$ cat src/verilog/sbs_defines.svh
// Purpose: Offsets, field positions, reset values and counts of the serial block
// Assumes: Included by bare name from the design module, the checker and the test; the package does not include it
// Notes: Definitions only
`ifndef SBS_DEFINES_SVH
`define SBS_DEFINES_SVH

// ----------------------------------------
// Register byte offsets
// ----------------------------------------
`define SBS_OFS_CONTROL_ONE 8'h00
`define SBS_OFS_CONTROL_TWO 8'h04
`define SBS_OFS_BIT_RATE 8'h08
`define SBS_OFS_STATUS 8'h0C
`define SBS_OFS_DATA 8'h10

// ----------------------------------------
// Control one fields
// ----------------------------------------
`define SBS_C1_RX_IRQ_EN 7
`define SBS_C1_ENABLE 6
`define SBS_C1_TX_IRQ_EN 5
`define SBS_C1_MASTER 4
`define SBS_C1_CPOL 3
`define SBS_C1_CPHA 2
`define SBS_C1_SEL_OUT_EN 1
`define SBS_C1_LSB_FIRST 0

// ----------------------------------------
// Control two, bit rate and status fields
// ----------------------------------------
`define SBS_C2_FAULT_EN 4
`define SBS_C2_WRITE_MASK 8'h1B
`define SBS_BR_WRITE_MASK 8'h77
`define SBS_BR_PRESCALE_HI 6
`define SBS_BR_PRESCALE_LO 4
`define SBS_BR_RATE_HI 2
`define SBS_BR_RATE_LO 0
`define SBS_ST_RX_FULL 7
`define SBS_ST_TX_EMPTY 5
`define SBS_ST_MODE_FAULT 4

// ----------------------------------------
// Reset values and counts
// ----------------------------------------
`define SBS_RST_CONTROL_ONE 8'h04
`define SBS_RST_CONTROL_TWO 8'h00
`define SBS_RST_BIT_RATE 8'h00
`define SBS_LAST_EDGE 4'hF

`endif

$ cat src/verilog/sbs_pkg.sv
// Purpose: Types shared by the serial block and its bench
// Assumes: Constants are written in place; the defines header is not included
// Notes: Nothing here is imported; users write sbs_pkg::name
package sbs_pkg;

    // ----------------------------------------
    // Shifter states
    // ----------------------------------------
    typedef enum logic [0:0] {
        SBS_IDLE = 1'b0,
        SBS_SHIFT = 1'b1
    } sbs_state_e;

    // ----------------------------------------
    // Bus request and pin carriers
    // ----------------------------------------
    typedef struct packed {
        logic psel;
        logic penable;
        logic pwrite;
        logic [7:0] paddr;
        logic [31:0] pwdata;
    } sbs_apb_req_s;

    typedef struct packed {
        logic miso;
        logic ss_n_in;
    } sbs_pin_in_s;

    typedef struct packed {
        logic sck;
        logic sck_oe;
        logic mosi;
        logic mosi_oe;
        logic ss_n_out;
        logic ss_n_oe;
    } sbs_pin_out_s;

    // ----------------------------------------
    // Whole module state
    // ----------------------------------------
    typedef struct packed {
        logic [7:0] control_one;
        logic [7:0] control_two;
        logic [7:0] bit_rate;
        logic receive_full_flag;
        logic transmit_empty_flag;
        logic mode_fault_flag;
        logic rx_armed;
        logic tx_armed;
        logic fault_armed;
        logic [7:0] tx_buf;
        logic tx_full;
        logic [7:0] rx_buf;
        logic [7:0] shifter;
        logic rx_bit;
        logic [1:0] smp_pipe;
        logic [2:0] smp_cnt;
        logic [7:0] rx_sr;
        sbs_state_e state;
        logic [3:0] edge_cnt;
        logic [2:0] pre_cnt;
        logic [6:0] div_cnt;
        logic sck_phase;
        logic [1:0] miso_sync;
        logic [1:0] ss_sync;
        logic [31:0] prdata;
        logic pslverr;
    } sbs_state_s;

endpackage

$ cat src/verilog/sbs_serial.sv
// Purpose: Bit-rate generator, status flags and byte shifter of a serial interface
// Assumes: APB slave on pclk; serial pins sampled through two flip-flops
// Notes: Shifting runs in master mode only; the select pin is watched only as a master-mode fault input
`timescale 1ns/1ps
`include "sbs_defines.svh"

// Functional notes
// RQ1: Prescaler divides bus clock by code plus one
// RQ2: Prescaler runs on bus clock, feeds divider
// RQ3: Divider divides by two to code plus one
// RQ4: Divider output is master serial clock
// RQ5: Bit rate register accessible at any time
// RQ6: Unused status bits read as zero
// RQ7: Status writes change nothing
// RQ8: Receive full sets when byte arrives
// RQ9: Receive full clears by status then data read
// RQ10: Transmit empty high while buffer has room
// RQ11: Transmit empty clears by status then data write
// RQ12: Data write without armed status read discarded
// RQ13: Transmit interrupt while empty and enabled
// RQ14: Transmit empty sets when byte reaches shifter
// RQ15: Idle write moves to shifter within two cycles
// RQ16: Queued byte loads shifter when shift ends
// RQ17: Empty buffer at shift end moves nothing
// RQ18: Mode fault sets on master select low
// RQ19: Fault input only with master, enable, no output
// RQ20: Mode fault clears by status read, control write
// RQ21: Disable clears receive full, sets transmit empty
// RQ22: Receive or fault interrupt when enabled
// RQ23: Reset gives empty set, others clear, disarmed
module sbs_serial (
    input wire logic pclk,
    input wire logic presetn,
    input wire sbs_pkg::sbs_apb_req_s apb_req,
    output logic [31:0] prdata,
    output logic pready,
    output logic pslverr,
    input wire sbs_pkg::sbs_pin_in_s pin_in,
    output sbs_pkg::sbs_pin_out_s pin_out,
    output logic tx_irq,
    output logic rx_fault_irq
);

    // ----------------------------------------
    // State and decoded views
    // ----------------------------------------
    sbs_pkg::sbs_state_s st;
    sbs_pkg::sbs_state_s next_st;

    logic enabled;
    logic master;
    logic cpha;
    logic lsb_first;
    logic fault_input;
    logic [2:0] prescale_code;
    logic [2:0] rate_divider_code;
    logic [6:0] div_limit;
    logic [7:0] div_span;
    logic [7:0] status_view;
    logic setup;
    logic access;
    logic mapped;
    logic [7:0] sel_rdata;
    logic [7:0] tx_rev;
    logic [7:0] rx_word;
    logic [7:0] rx_rev;

    // Control and bit rate field views
    assign enabled = st.control_one[`SBS_C1_ENABLE];
    assign master = st.control_one[`SBS_C1_MASTER];
    assign cpha = st.control_one[`SBS_C1_CPHA];
    assign lsb_first = st.control_one[`SBS_C1_LSB_FIRST];
    assign prescale_code = st.bit_rate[`SBS_BR_PRESCALE_HI:`SBS_BR_PRESCALE_LO];
    assign rate_divider_code = st.bit_rate[`SBS_BR_RATE_HI:`SBS_BR_RATE_LO];

    // Select pin is a fault input only in this one setting
    assign fault_input = enabled && master && st.control_two[`SBS_C2_FAULT_EN]
                         && !st.control_one[`SBS_C1_SEL_OUT_EN]; // [RQ19]

    // Half period of the serial clock in prescaler ticks, less one
    assign div_span = (8'h01 << rate_divider_code) - 8'h01;
    assign div_limit = div_span[6:0];

    // ----------------------------------------
    // Receive word and bit order
    // ----------------------------------------
    // Newest synchronised bit joins the partial receive word
    assign rx_word = {st.rx_sr[6:0], st.miso_sync[1]};

    // Bit order reversal for least-significant-first transfers
    genvar g;
    for (g = 0; g < 8; g++) begin : gen_rev
        assign tx_rev[g] = st.tx_buf[7 - g];
        assign rx_rev[g] = rx_word[7 - g];
    end

    // Status byte, unused positions fixed at zero
    always_comb begin
        status_view = 8'h00; // [RQ6]
        status_view[`SBS_ST_RX_FULL] = st.receive_full_flag;
        status_view[`SBS_ST_TX_EMPTY] = st.transmit_empty_flag;
        status_view[`SBS_ST_MODE_FAULT] = st.mode_fault_flag;
    end

    // ----------------------------------------
    // APB decode
    // ----------------------------------------
    assign setup = apb_req.psel && !apb_req.penable;
    assign access = apb_req.psel && apb_req.penable;

    // Read data selection for the setup phase
    always_comb begin
        mapped = 1'b1;
        sel_rdata = 8'h00;
        case (apb_req.paddr)
            `SBS_OFS_CONTROL_ONE: begin
                sel_rdata = st.control_one;
            end
            `SBS_OFS_CONTROL_TWO: begin
                sel_rdata = st.control_two;
            end
            `SBS_OFS_BIT_RATE: begin
                sel_rdata = st.bit_rate; // [RQ5]
            end
            `SBS_OFS_STATUS: begin
                sel_rdata = status_view;
            end
            `SBS_OFS_DATA: begin
                sel_rdata = st.rx_buf;
            end
            default: begin
                mapped = 1'b0;
            end
        endcase
    end

    // ----------------------------------------
    // Next state
    // ----------------------------------------
    always_comb begin
        logic pre_tick;
        logic half_tick;
        logic do_sample;
        logic do_shift;
        logic st_read;
        logic data_read;
        logic data_write;
        logic c1_write;
        pre_tick = 1'b0;
        half_tick = 1'b0;
        do_sample = 1'b0;
        do_shift = 1'b0;
        st_read = 1'b0;
        data_read = 1'b0;
        data_write = 1'b0;
        c1_write = 1'b0;
        next_st = st;

        // Pin synchronisers
        next_st.miso_sync = {st.miso_sync[0], pin_in.miso};
        next_st.ss_sync = {st.ss_sync[0], pin_in.ss_n_in};

        // Bus side: read data latched in setup, effects at access
        if (setup) begin
            next_st.prdata = {24'h000000, sel_rdata};
            next_st.pslverr = !mapped;
        end
        st_read = access && !apb_req.pwrite && (apb_req.paddr == `SBS_OFS_STATUS);
        data_read = access && !apb_req.pwrite && (apb_req.paddr == `SBS_OFS_DATA);
        data_write = access && apb_req.pwrite && (apb_req.paddr == `SBS_OFS_DATA);
        c1_write = access && apb_req.pwrite && (apb_req.paddr == `SBS_OFS_CONTROL_ONE);

        // Register writes; status writes fall through unused
        if (access && apb_req.pwrite) begin
            case (apb_req.paddr)
                `SBS_OFS_CONTROL_ONE: begin
                    next_st.control_one = apb_req.pwdata[7:0];
                end
                `SBS_OFS_CONTROL_TWO: begin
                    next_st.control_two = apb_req.pwdata[7:0] & `SBS_C2_WRITE_MASK;
                end
                `SBS_OFS_BIT_RATE: begin
                    next_st.bit_rate = apb_req.pwdata[7:0] & `SBS_BR_WRITE_MASK; // [RQ5]
                end
                default: begin
                    next_st.control_one = st.control_one; // [RQ7]
                end
            endcase
        end

        // Arming by a status read that returned the flag set
        if (st_read && st.prdata[`SBS_ST_RX_FULL]) begin
            next_st.rx_armed = 1'b1;
        end
        if (st_read && st.prdata[`SBS_ST_TX_EMPTY]) begin
            next_st.tx_armed = 1'b1;
        end
        if (st_read && st.prdata[`SBS_ST_MODE_FAULT]) begin
            next_st.fault_armed = 1'b1;
        end

        // Receive full cleared by the armed data read
        if (data_read && st.rx_armed) begin
            next_st.receive_full_flag = 1'b0; // [RQ9]
            next_st.rx_armed = 1'b0;
        end

        // Data write queues only after the armed status read
        if (data_write && st.tx_armed && st.transmit_empty_flag) begin
            next_st.tx_buf = apb_req.pwdata[7:0];
            next_st.tx_full = 1'b1;
            next_st.transmit_empty_flag = 1'b0; // [RQ11]
            next_st.tx_armed = 1'b0;
        end else if (data_write) begin
            next_st.tx_buf = st.tx_buf; // [RQ12]
        end

        // Mode fault cleared by the armed control one write
        if (c1_write && st.fault_armed) begin
            next_st.mode_fault_flag = 1'b0; // [RQ20]
            next_st.fault_armed = 1'b0;
        end

        // Mode fault detection, wins over the clear
        if (fault_input && !st.ss_sync[1]) begin
            next_st.mode_fault_flag = 1'b1; // [RQ18]
        end

        // Prescaler and divider, running only while shifting
        if (st.state == sbs_pkg::SBS_SHIFT) begin
            if (st.pre_cnt == prescale_code) begin
                next_st.pre_cnt = 3'h0;
                pre_tick = 1'b1; // [RQ1] [RQ2]
            end else begin
                next_st.pre_cnt = st.pre_cnt + 3'h1;
            end
            if (pre_tick) begin
                if (st.div_cnt == div_limit) begin
                    next_st.div_cnt = 7'h00;
                    half_tick = 1'b1; // [RQ3]
                end else begin
                    next_st.div_cnt = st.div_cnt + 7'h01;
                end
            end
        end

        // Transfer engine
        case (st.state)
            sbs_pkg::SBS_IDLE: begin
                if (enabled && master && st.tx_full) begin
                    next_st.shifter = lsb_first ? tx_rev : st.tx_buf;
                    next_st.tx_full = 1'b0;
                    next_st.transmit_empty_flag = 1'b1; // [RQ14] [RQ15] [RQ16]
                    next_st.state = sbs_pkg::SBS_SHIFT;
                    next_st.edge_cnt = 4'h0;
                    next_st.pre_cnt = 3'h0;
                    next_st.div_cnt = 7'h00;
                    next_st.sck_phase = 1'b0;
                end
            end
            sbs_pkg::SBS_SHIFT: begin
                if (half_tick) begin
                    next_st.sck_phase = !st.sck_phase; // [RQ4]
                    next_st.edge_cnt = st.edge_cnt + 4'h1;
                    do_sample = (st.edge_cnt[0] == cpha);
                    do_shift = !do_sample && (st.edge_cnt != 4'h0) && (st.edge_cnt != `SBS_LAST_EDGE);
                    if (do_sample) begin
                        next_st.rx_bit = st.miso_sync[1];
                    end
                    if (do_shift) begin
                        next_st.shifter = {st.shifter[6:0], st.rx_bit};
                    end
                    // Frame ends; select rises a cycle, queued byte loads from idle
                    if (st.edge_cnt == `SBS_LAST_EDGE) begin
                        next_st.sck_phase = 1'b0;
                        next_st.state = sbs_pkg::SBS_IDLE; // [RQ17]
                    end
                end
            end
            default: begin
                next_st.state = sbs_pkg::SBS_IDLE;
            end
        endcase

        // Capture two cycles after the sample edge, matching the pin synchroniser
        next_st.smp_pipe = {st.smp_pipe[0], do_sample};
        if (st.smp_pipe[1]) begin
            next_st.rx_sr = rx_word;
            next_st.smp_cnt = st.smp_cnt + 3'h1;
            if (st.smp_cnt == 3'h7) begin
                // Overrun keeps the older byte
                if (!st.receive_full_flag) begin
                    next_st.rx_buf = lsb_first ? rx_rev : rx_word;
                end
                next_st.receive_full_flag = 1'b1; // [RQ8]
            end
        end

        // Disabled interface holds everything empty
        if (!enabled) begin
            next_st.receive_full_flag = 1'b0; // [RQ21]
            next_st.transmit_empty_flag = 1'b1; // [RQ21] [RQ10]
            next_st.tx_full = 1'b0;
            next_st.rx_armed = 1'b0;
            next_st.tx_armed = 1'b0;
            next_st.state = sbs_pkg::SBS_IDLE;
            next_st.sck_phase = 1'b0;
            next_st.edge_cnt = 4'h0;
            next_st.smp_pipe = 2'h0;
            next_st.smp_cnt = 3'h0;
        end
    end

    // ----------------------------------------
    // State register
    // ----------------------------------------
    always_ff @(posedge pclk or negedge presetn) begin
        if (!presetn) begin
            st <= '0;
            st.control_one <= `SBS_RST_CONTROL_ONE;
            st.control_two <= `SBS_RST_CONTROL_TWO;
            st.bit_rate <= `SBS_RST_BIT_RATE;
            st.transmit_empty_flag <= 1'b1; // [RQ23]
            st.miso_sync <= 2'h0;
            st.ss_sync <= 2'h3;
            st.state <= sbs_pkg::SBS_IDLE;
        end else begin
            st <= next_st;
        end
    end

    // ----------------------------------------
    // Outputs
    // ----------------------------------------
    // Bus answers in the first access cycle
    assign pready = 1'b1;
    assign prdata = st.prdata;
    assign pslverr = st.pslverr;

    // Interrupt requests
    assign tx_irq = st.transmit_empty_flag && st.control_one[`SBS_C1_TX_IRQ_EN]; // [RQ13]
    assign rx_fault_irq = (st.receive_full_flag || st.mode_fault_flag)
                          && st.control_one[`SBS_C1_RX_IRQ_EN]; // [RQ22]

    // Serial pins
    always_comb begin
        pin_out.sck = st.control_one[`SBS_C1_CPOL] ^ st.sck_phase; // [RQ4]
        pin_out.sck_oe = enabled && master;
        pin_out.mosi = st.shifter[7];
        pin_out.mosi_oe = enabled && master;
        pin_out.ss_n_out = !(st.state == sbs_pkg::SBS_SHIFT);
        pin_out.ss_n_oe = enabled && master && st.control_two[`SBS_C2_FAULT_EN]
                          && st.control_one[`SBS_C1_SEL_OUT_EN];
    end

endmodule

$ cat config.mk
export PLATFORM = sky130hd
export DESIGN_NAME = sbs_serial
export DESIGN_NICKNAME = d
export VERILOG_FILES = /design/src/verilog/sbs_pkg.sv /design/src/verilog/sbs_serial.sv
export VERILOG_INCLUDE_DIRS = /design/src /design/src/verilog
export SDC_FILE = /design/constraint.sdc
export NUM_CORES = 1
export LEC_CHECK = 0
export ABC_AREA = 1
export ABC_CLOCK_PERIOD_IN_PS = 2000
export BUFFER_PORTS_ARGS = -buffer_cell sky130_fd_sc_hd__buf_2
export CAP_MARGIN = 20
export CORE_MARGIN = 2
export CORE_UTILIZATION = 51
export CTS_CLUSTER_DIAMETER = 200
export CTS_CLUSTER_SIZE = 8
export DETAILED_ROUTE_END_ITERATION = 10
export MAX_ROUTING_LAYER = met4
export PLACE_DENSITY = 0.77
export SLEW_MARGIN = 20
export SYNTH_ARGS = -nofsm -noshare
export SYNTH_HDL_FRONTEND = slang
export SYNTH_SLANG_ARGS = --single-unit
$ cat constraint.sdc
create_clock -name pclk -period 2 [get_ports pclk]
set_input_delay 0.2 -clock pclk [delete_from_list [all_inputs] [get_ports pclk]]
set_output_delay 0.2 -clock pclk [all_outputs]
set_load 0.1 [all_outputs]
==> results.toml, run 1 <==
[grt]
grt_pass1_vias = 3932
grt_max_degree = 48
tot_gr_track_use = 0.2314
global_route_wire_length_before_repair_um = 18250
gr-total-overflow = 0
initial_antenna_violation_count = 0

[drt]
route.detailed.wl_per_inst_um = 14.13
drt-total-wl_um = 11450
route.vias.total = 4190
detail_route.vias_per_cell = 5.173
drc = 0
route.antenna.remaining_nets = 0
drtIter0Drc = 224
detail_route.first_pass.iterations = 5

[run]
cap_violations = 0

[pwr]
p_int_w = 0.002543
share_comb_of_total_power = 0.138
report.power.total_w = 0.003670
sequentialPowerShare = 0.513
power.switching_w = 0.001126
cellPowerDensity_nw_per_um2 = 656.7
power.share.clock = 0.349
power.switching_fraction = 0.3070
ir_worst_vdd_mv = 0.4318
power.static_leakage_nw = 2.944

[finish]
post_route_cells_drive_above_1_share = 0.1836
synthToLayoutAreaGrowth_pct = 13.38
antenna-diode-count = 0
post-route-util = 0.5991
design.final.nets = 730

[floorplanning]
placement_rows = 35
dieHeight_um = 102.3
die-width_um = 102.3
core_area_um2 = 9328
initial_core_utilization = 0.5284
design.die.area_um2 = 10470
ports_placed_on_the_boundary = 89

[clock_tree]
clock_tree.root_cell = "sky130_fd_sc_hd__clkbuf_8"
cts_made_buffers = 9
cts_buffer_depth = 2
worst_skew_pair.late_latency_ns = 0.36
htree_levels = 3
cts_sinks = 91
cts_tree = "built"
clk_transition_reported_paths_ns = 0.09

[sta]
maxSlewHeadroom = 0.5672
setup_viol = 20
finalHoldViolCount = 0
final.setup.tns_ns = -1.408
final.setup.worst_slack_ns = -0.09679
achievable_freq_ghz = 0.4769
rsz0062_at_grt = "yes"
min_period_over_period = 1.048
period_needed_ns = 2.097
worst_pin_slew_ns = 0.6492
final.setup_skew_ns = 0.01149
report.final.slew_viol_count = 0

[logic_synthesis]
synth_enable_flop_cells = 0
syn-instance-count = 618
ys.warnings.count = 0
synth_top_flop_cell = "sky130_fd_sc_hd__dfrtp_1"
synthArstFlopShare = 1.000
synth_sequential_area_ratio = 0.4631
ys_seq_elements = 91
synth_area_um2 = 4928
avgSynthCellArea_um2 = 7.975
synthDistinctLibCells = 42

[setup_path]
worstPathArrival_ns = 2.36
worst_ep_required_time_ns = 2.26
critical_path.cell_chain = "nor2_2 > nand2_2 > ha_4 > inv_2 > nand2_2 > nand2_1 > nor2_1 > nand3_1 > nor2_2 > nand4_4 > nand2_4 > nand2_4 > nand2_1 > nand2_1"
worst_setup_path_end_kind = "flip-flop"
worst_path_max_delay_cell = "sky130_fd_sc_hd__dfrtp_1"
start_kind = "flip-flop"
critical_path_peak_fanout = 8
critPathKind = "flip-flop to flip-flop"
crit_top_cell = "sky130_fd_sc_hd__nand2_1"
max_stage_delay_ns = 0.43

[min_path]
hp-class = "input pin to flip-flop"

[placement]
place.detailed.hpwl_um = 8183
gp_congestion = 0.8355
io_buffers = 39

[status]
violations = "setup timing"
result_of_the_run = "finished with violations"
-- power by group through the flow --
stage               clock [W]  sequential [W]  combinational, W
finish                0.00128         0.00188          0.000506
detailed placement          0         0.00192          0.000492
floorplan                   0         0.00193          0.000402
global route          0.00138         0.00189          0.000540
global placement            0         0.00192          0.000486
CTS                   0.00130         0.00188          0.000504
-- layout make-up --
cell class | instances | area [µm²]
Fill cell | 811 | 3740
Sequential cell | 91 | 2282
Multi-Input combinational cell | 419 | 2153
Tap cell | 129 | 161.4
Clock buffer | 10 | 127.6
Clock inverter | 6 | 73.82
Timing Repair Buffer | 72 | 471.7
Inverter | 83 | 317.8
-- logic make-up after synthesis --
group,Yosys count,share of synthesized area
compound gates,102,0.1193
xor+xnor,11,0.01955
fa+ha+maj,7,0.01777
buf+inv,131,0.1323
flops,91,0.4631
other cells,2,0.001524
simple gates,274,0.2465
-- worst max-delay path, delay by kind of cell (launching register included) --
family        cells  cell delay [ns]
flops             1             0.43
fa+ha+maj         1             0.28
buf+inv           1             0.04
simple gates     12             1.22
-- metal layers --
layer	up-vias	global-route usage	share of wire
li1	2036	-	-
met1	1995	0.2893	0.43
met2	135	0.3785	0.50
met3	24	0.04720	0.049
met4	0	0.07590	0.016
met5	-	-	0
-- path summary, 6_finish.rpt --
path,startpoint,endpoint,slack [ns],cells past startpoint
min in group asynchronous,presetn,pin_out[3],0.41,2
worst max-delay path,rate_divider_code[1],st[69],-0.1,14
worst min-delay path,apb_req[0],lsb_first,0.06,3
max in group asynchronous,presetn,rx_rev[0],0.91,3
worst max register to register,rate_divider_code[1],st[69],-0.1,14
worst min register to register,next_st[36],rx_rev[7],0.36,0
-- synth_stat cells (5+ instances only) --
cell / count / share of area
sky130_fd_sc_hd__a21oi_1: 16 / 0.016
sky130_fd_sc_hd__nand4_1: 13 / 0.017
sky130_fd_sc_hd__nand2_1: 182 / 0.14
sky130_fd_sc_hd__buf_4: 36 / 0.055
sky130_fd_sc_hd__xnor2_1: 6 / 0.011
sky130_fd_sc_hd__clkbuf_1: 6 / 0.0046
sky130_fd_sc_hd__ha_1: 7 / 0.018
sky130_fd_sc_hd__nand3_1: 25 / 0.025
sky130_fd_sc_hd__dfrtp_1: 87 / 0.44
sky130_fd_sc_hd__xor2_1: 5 / 0.0089
sky130_fd_sc_hd__inv_1: 80 / 0.061
sky130_fd_sc_hd__o21ai_0: 58 / 0.059
sky130_fd_sc_hd__nor3_1: 6 / 0.0061
sky130_fd_sc_hd__o211ai_1: 12 / 0.018
sky130_fd_sc_hd__nor2_1: 28 / 0.021
-- what timing repair did --
action	4_1_cts	5_1_grt
hold buffers	3	0
gates cloned	0	0
endpoints found under the hold margin	42	0
pin swaps	7	9
gates resized for setup	10	7
endpoints found under the setup margin	21	23
buffers inserted	3	4
-- placed cells by master (no fill, tap or decap), types with 2 or more instances in the layout --
master and n:
sky130_fd_sc_hd__ha_1 6, sky130_fd_sc_hd__a21oi_1 16, sky130_fd_sc_hd__inv_6 2, sky130_fd_sc_hd__xnor2_1 6, sky130_fd_sc_hd__nor3b_2 2, sky130_fd_sc_hd__dfstp_2 4, sky130_fd_sc_hd__nand2_1 179, sky130_fd_sc_hd__buf_4 30
sky130_fd_sc_hd__buf_2 37, sky130_fd_sc_hd__o2111ai_1 2, sky130_fd_sc_hd__inv_2 3, sky130_fd_sc_hd__clkinvlp_4 2, sky130_fd_sc_hd__nor2_1 24, sky130_fd_sc_hd__conb_1 25, sky130_fd_sc_hd__o21ai_1 3, sky130_fd_sc_hd__dlygate4sd3_1 3
sky130_fd_sc_hd__nand3_1 23, sky130_fd_sc_hd__nand4_1 13, sky130_fd_sc_hd__clkbuf_8 9, sky130_fd_sc_hd__o211ai_1 12, sky130_fd_sc_hd__xor2_1 4, sky130_fd_sc_hd__nor3_1 4, sky130_fd_sc_hd__o21ai_0 57, sky130_fd_sc_hd__inv_1 78
sky130_fd_sc_hd__nor2_4 4, sky130_fd_sc_hd__nor3_2 2, sky130_fd_sc_hd__nand3_2 6, sky130_fd_sc_hd__o31ai_1 4, sky130_fd_sc_hd__nand2_4 3, sky130_fd_sc_hd__nand2_2 4, sky130_fd_sc_hd__dfrtp_1 87, sky130_fd_sc_hd__nor2_2 6
-- per-stage QoR --
step                std cells  hold WS, ns  area [µm²]  worst slack, ns
detailed placement        784       0.2627        5243          -0.1422
global placement          784       0.2598        5243         -0.09678
global route              810      0.06010        5588          -0.2574
floorplan                 641     -0.09559        5031         -0.04389
finish                    810      0.05716        5588         -0.09679
CTS                       806      0.04826        5533          -0.1011
-- sequential cells by signal, summed over array words and instances (netlist names), 2 cells and up --
| register | cells |
|---|---|
| next_st | 2 |
| prdata | 8 |
| prescale_code | 3 |
| rate_divider_code | 3 |
| rx_rev | 8 |
| st | 61 |
(Power assumes the default switching activity.)
==> run 2: changes to the inputs <==
Settings changed: MAX_ROUTING_LAYER met4 to not set, RECOVER_POWER set to 100.
==> results.toml, run 2 (synthesized netlist as in run 1, its figures left out) <==
[finish]
mostFrequentLayoutCell = "sky130_fd_sc_hd__nand2_1"
layout.cells.non_filler = 811
design.final.nets = 731
largest_register_ff_count = 61
layout.cells.most_common_list = "sky130_fd_sc_hd__nand2_1 (177), sky130_fd_sc_hd__dfrtp_1 (87), sky130_fd_sc_hd__inv_1 (78)"
regMostFlops = "st"
antenna-diode-count = 0
post_route_cells_drive_above_1_share = 0.1716
synthToLayoutAreaGrowth_pct = 12.87

[pwr]
power.static_leakage_nw = 2.938
sequentialPowerShare = 0.501
power.switching_w = 0.001097
cellPowerDensity_nw_per_um2 = 676.3
power.share.clock = 0.365
power.switching_fraction = 0.2917
ir_worst_vdd_mv = 0.5176
p_int_w = 0.002665
share_comb_of_total_power = 0.134

[placement]
io_buffers = 39
place.detailed.hpwl_um = 8251
gp_congestion = 0.8301
dp.cells = 783

[sta]
report.final.slew_viol_count = 0
worst_pin_slew_ns = 1.144
final.setup.tns_ns = -2.222
finalHoldViolCount = 0
min_period_over_period = 1.079
period_needed_ns = 2.158
final.setup_skew_ns = 0.01200
setup_viol = 22
worst_hold_slack_ns = 0.06631
rsz0062_at_grt = "yes"
achievable_freq_ghz = 0.4634
final.setup.worst_slack_ns = -0.1581
maxSlewHeadroom = 0.2376

[grt]
gr-total-overflow = 0
global_route_wire_length_before_repair_um = 18430
grt_pass1_vias = 3854
grt_max_degree = 45
tot_gr_track_use = 0.2251
initial_antenna_violation_count = 0

[drt]
drc = 0
detail_route.first_pass.iterations = 4
route.vias.total = 4104
detail_route.vias_per_cell = 5.060
route.detailed.wl_per_inst_um = 13.74
route.antenna.remaining_nets = 0
drtIter0Drc = 195
drt-total-wl_um = 11140

[status]
violations = "setup timing"
result_of_the_run = "finished with violations"

[clock_tree]
htree_levels = 3
cts_buffer_depth = 2
clk_transition_reported_paths_ns = 0.09
cts_tree = "built"
worst_skew_pair.late_latency_ns = 0.36
clock_tree.root_cell = "sky130_fd_sc_hd__clkbuf_8"
cts_sinks = 91
cts_made_buffers = 9

[floorplanning]
ports_placed_on_the_boundary = 89
dieHeight_um = 102.3
die-width_um = 102.3
placement_rows = 35
design.die.area_um2 = 10470
initial_core_utilization = 0.5284
core_area_um2 = 9328

[setup_path]
worstPathArrival_ns = 2.45
critical_path_peak_fanout = 8
worst_setup_path_end_kind = "flip-flop"
critPathKind = "flip-flop to flip-flop"
worst_ep_required_time_ns = 2.29
start_kind = "flip-flop"

[min_path]
hp-class = "input pin to flip-flop"

[run]
cap_violations = 0
[run 2: metal layers]
layer | GRT usage | part of all wire | up-vias | wire length (µm)
met4 | 0.04308 | 0.0091 | 0 | 101
met5 | 0 | 0 | - | 0
met3 | 0.05062 | 0.052 | 12 | 584
li1 | - | - | 2026 | -
met2 | 0.3871 | 0.51 | 119 | 5647
met1 | 0.2957 | 0.43 | 1947 | 4807
[run 2: through the flow]
step	util	cell area [µm²]	worst slack [ns]	power, W
2_1_floorplan	-	5031	-0.04389	0.002335
3_3_place_gp	0.5626	5248	-0.09186	0.002406
3_5_place_dp	0.5626	5248	-0.1542	0.002413
4_1_cts	0.5976	5574	-0.1247	0.003787
5_1_grt	0.5964	5563	-0.3126	0.003896
6_report	0.5964	5563	-0.1581	0.003762
[run 2: what timing repair did]
action / in CTS / in global routing
buffers inserted: 6 / 3
endpoints found under the hold margin: 40 / 0
gates cloned: 0 / 0
hold buffers: 3 / 0
endpoints found under the setup margin: 21 / 23
gates resized for setup: 8 / 10
pin swaps: 7 / 17
[run 2: power by group through the flow]
| stage | combinational [W] | sequential [W] | clock, W |
|---|---|---|---|
| after global routing | 0.000538 | 0.00189 | 0.00147 |
| after floorplan | 0.000402 | 0.00193 | 0 |
| final | 0.000504 | 0.00188 | 0.00137 |
| after global placement | 0.000488 | 0.00192 | 0 |
| after detailed placement | 0.000494 | 0.00192 | 0 |
| after CTS | 0.000507 | 0.00188 | 0.00140 |
[run 2: cell type report]
class | count | area (µm²)
Clock buffer | 11 | 131.4
Clock inverter | 5 | 86.33
Fill cell | 829 | 3765
Inverter | 83 | 317.8
Multi-Input combinational cell | 419 | 2128
Sequential cell | 91 | 2282
Tap cell | 129 | 161.4
Timing Repair Buffer | 73 | 455.4
[run 2: worst max-delay path, stage by stage, from the launching register on]
cell and delay [ns]:
sky130_fd_sc_hd__dfrtp_1 0.43, sky130_fd_sc_hd__nor2_2 0.16, sky130_fd_sc_hd__nand2_2 0.09, sky130_fd_sc_hd__ha_4 0.28
sky130_fd_sc_hd__inv_2 0.04, sky130_fd_sc_hd__nand2_1 0.05, sky130_fd_sc_hd__nand2_1 0.05, sky130_fd_sc_hd__nor2_1 0.10
sky130_fd_sc_hd__nand3_1 0.11, sky130_fd_sc_hd__nor2_2 0.13, sky130_fd_sc_hd__nand4_4 0.21, sky130_fd_sc_hd__o21bai_4 0.30
sky130_fd_sc_hd__nand2_1 0.08, sky130_fd_sc_hd__nand2_1 0.07
[run 2: path summary, 6_finish.rpt]
path / start / endpoint / slack (ns) / depth (start not counted)
worst max-delay path: rate_divider_code[1] / st[67] / -0.16 / 13
max in group asynchronous: presetn / rx_rev[5] / 0.25 / 3
min in group asynchronous: presetn / prdata[1] / 0.60 / 2
worst min register to register: next_st[34] / st[34] / 0.36 / 0
worst max register to register: rate_divider_code[1] / st[67] / -0.16 / 13
worst min-delay path: apb_req[0] / lsb_first / 0.07 / 3
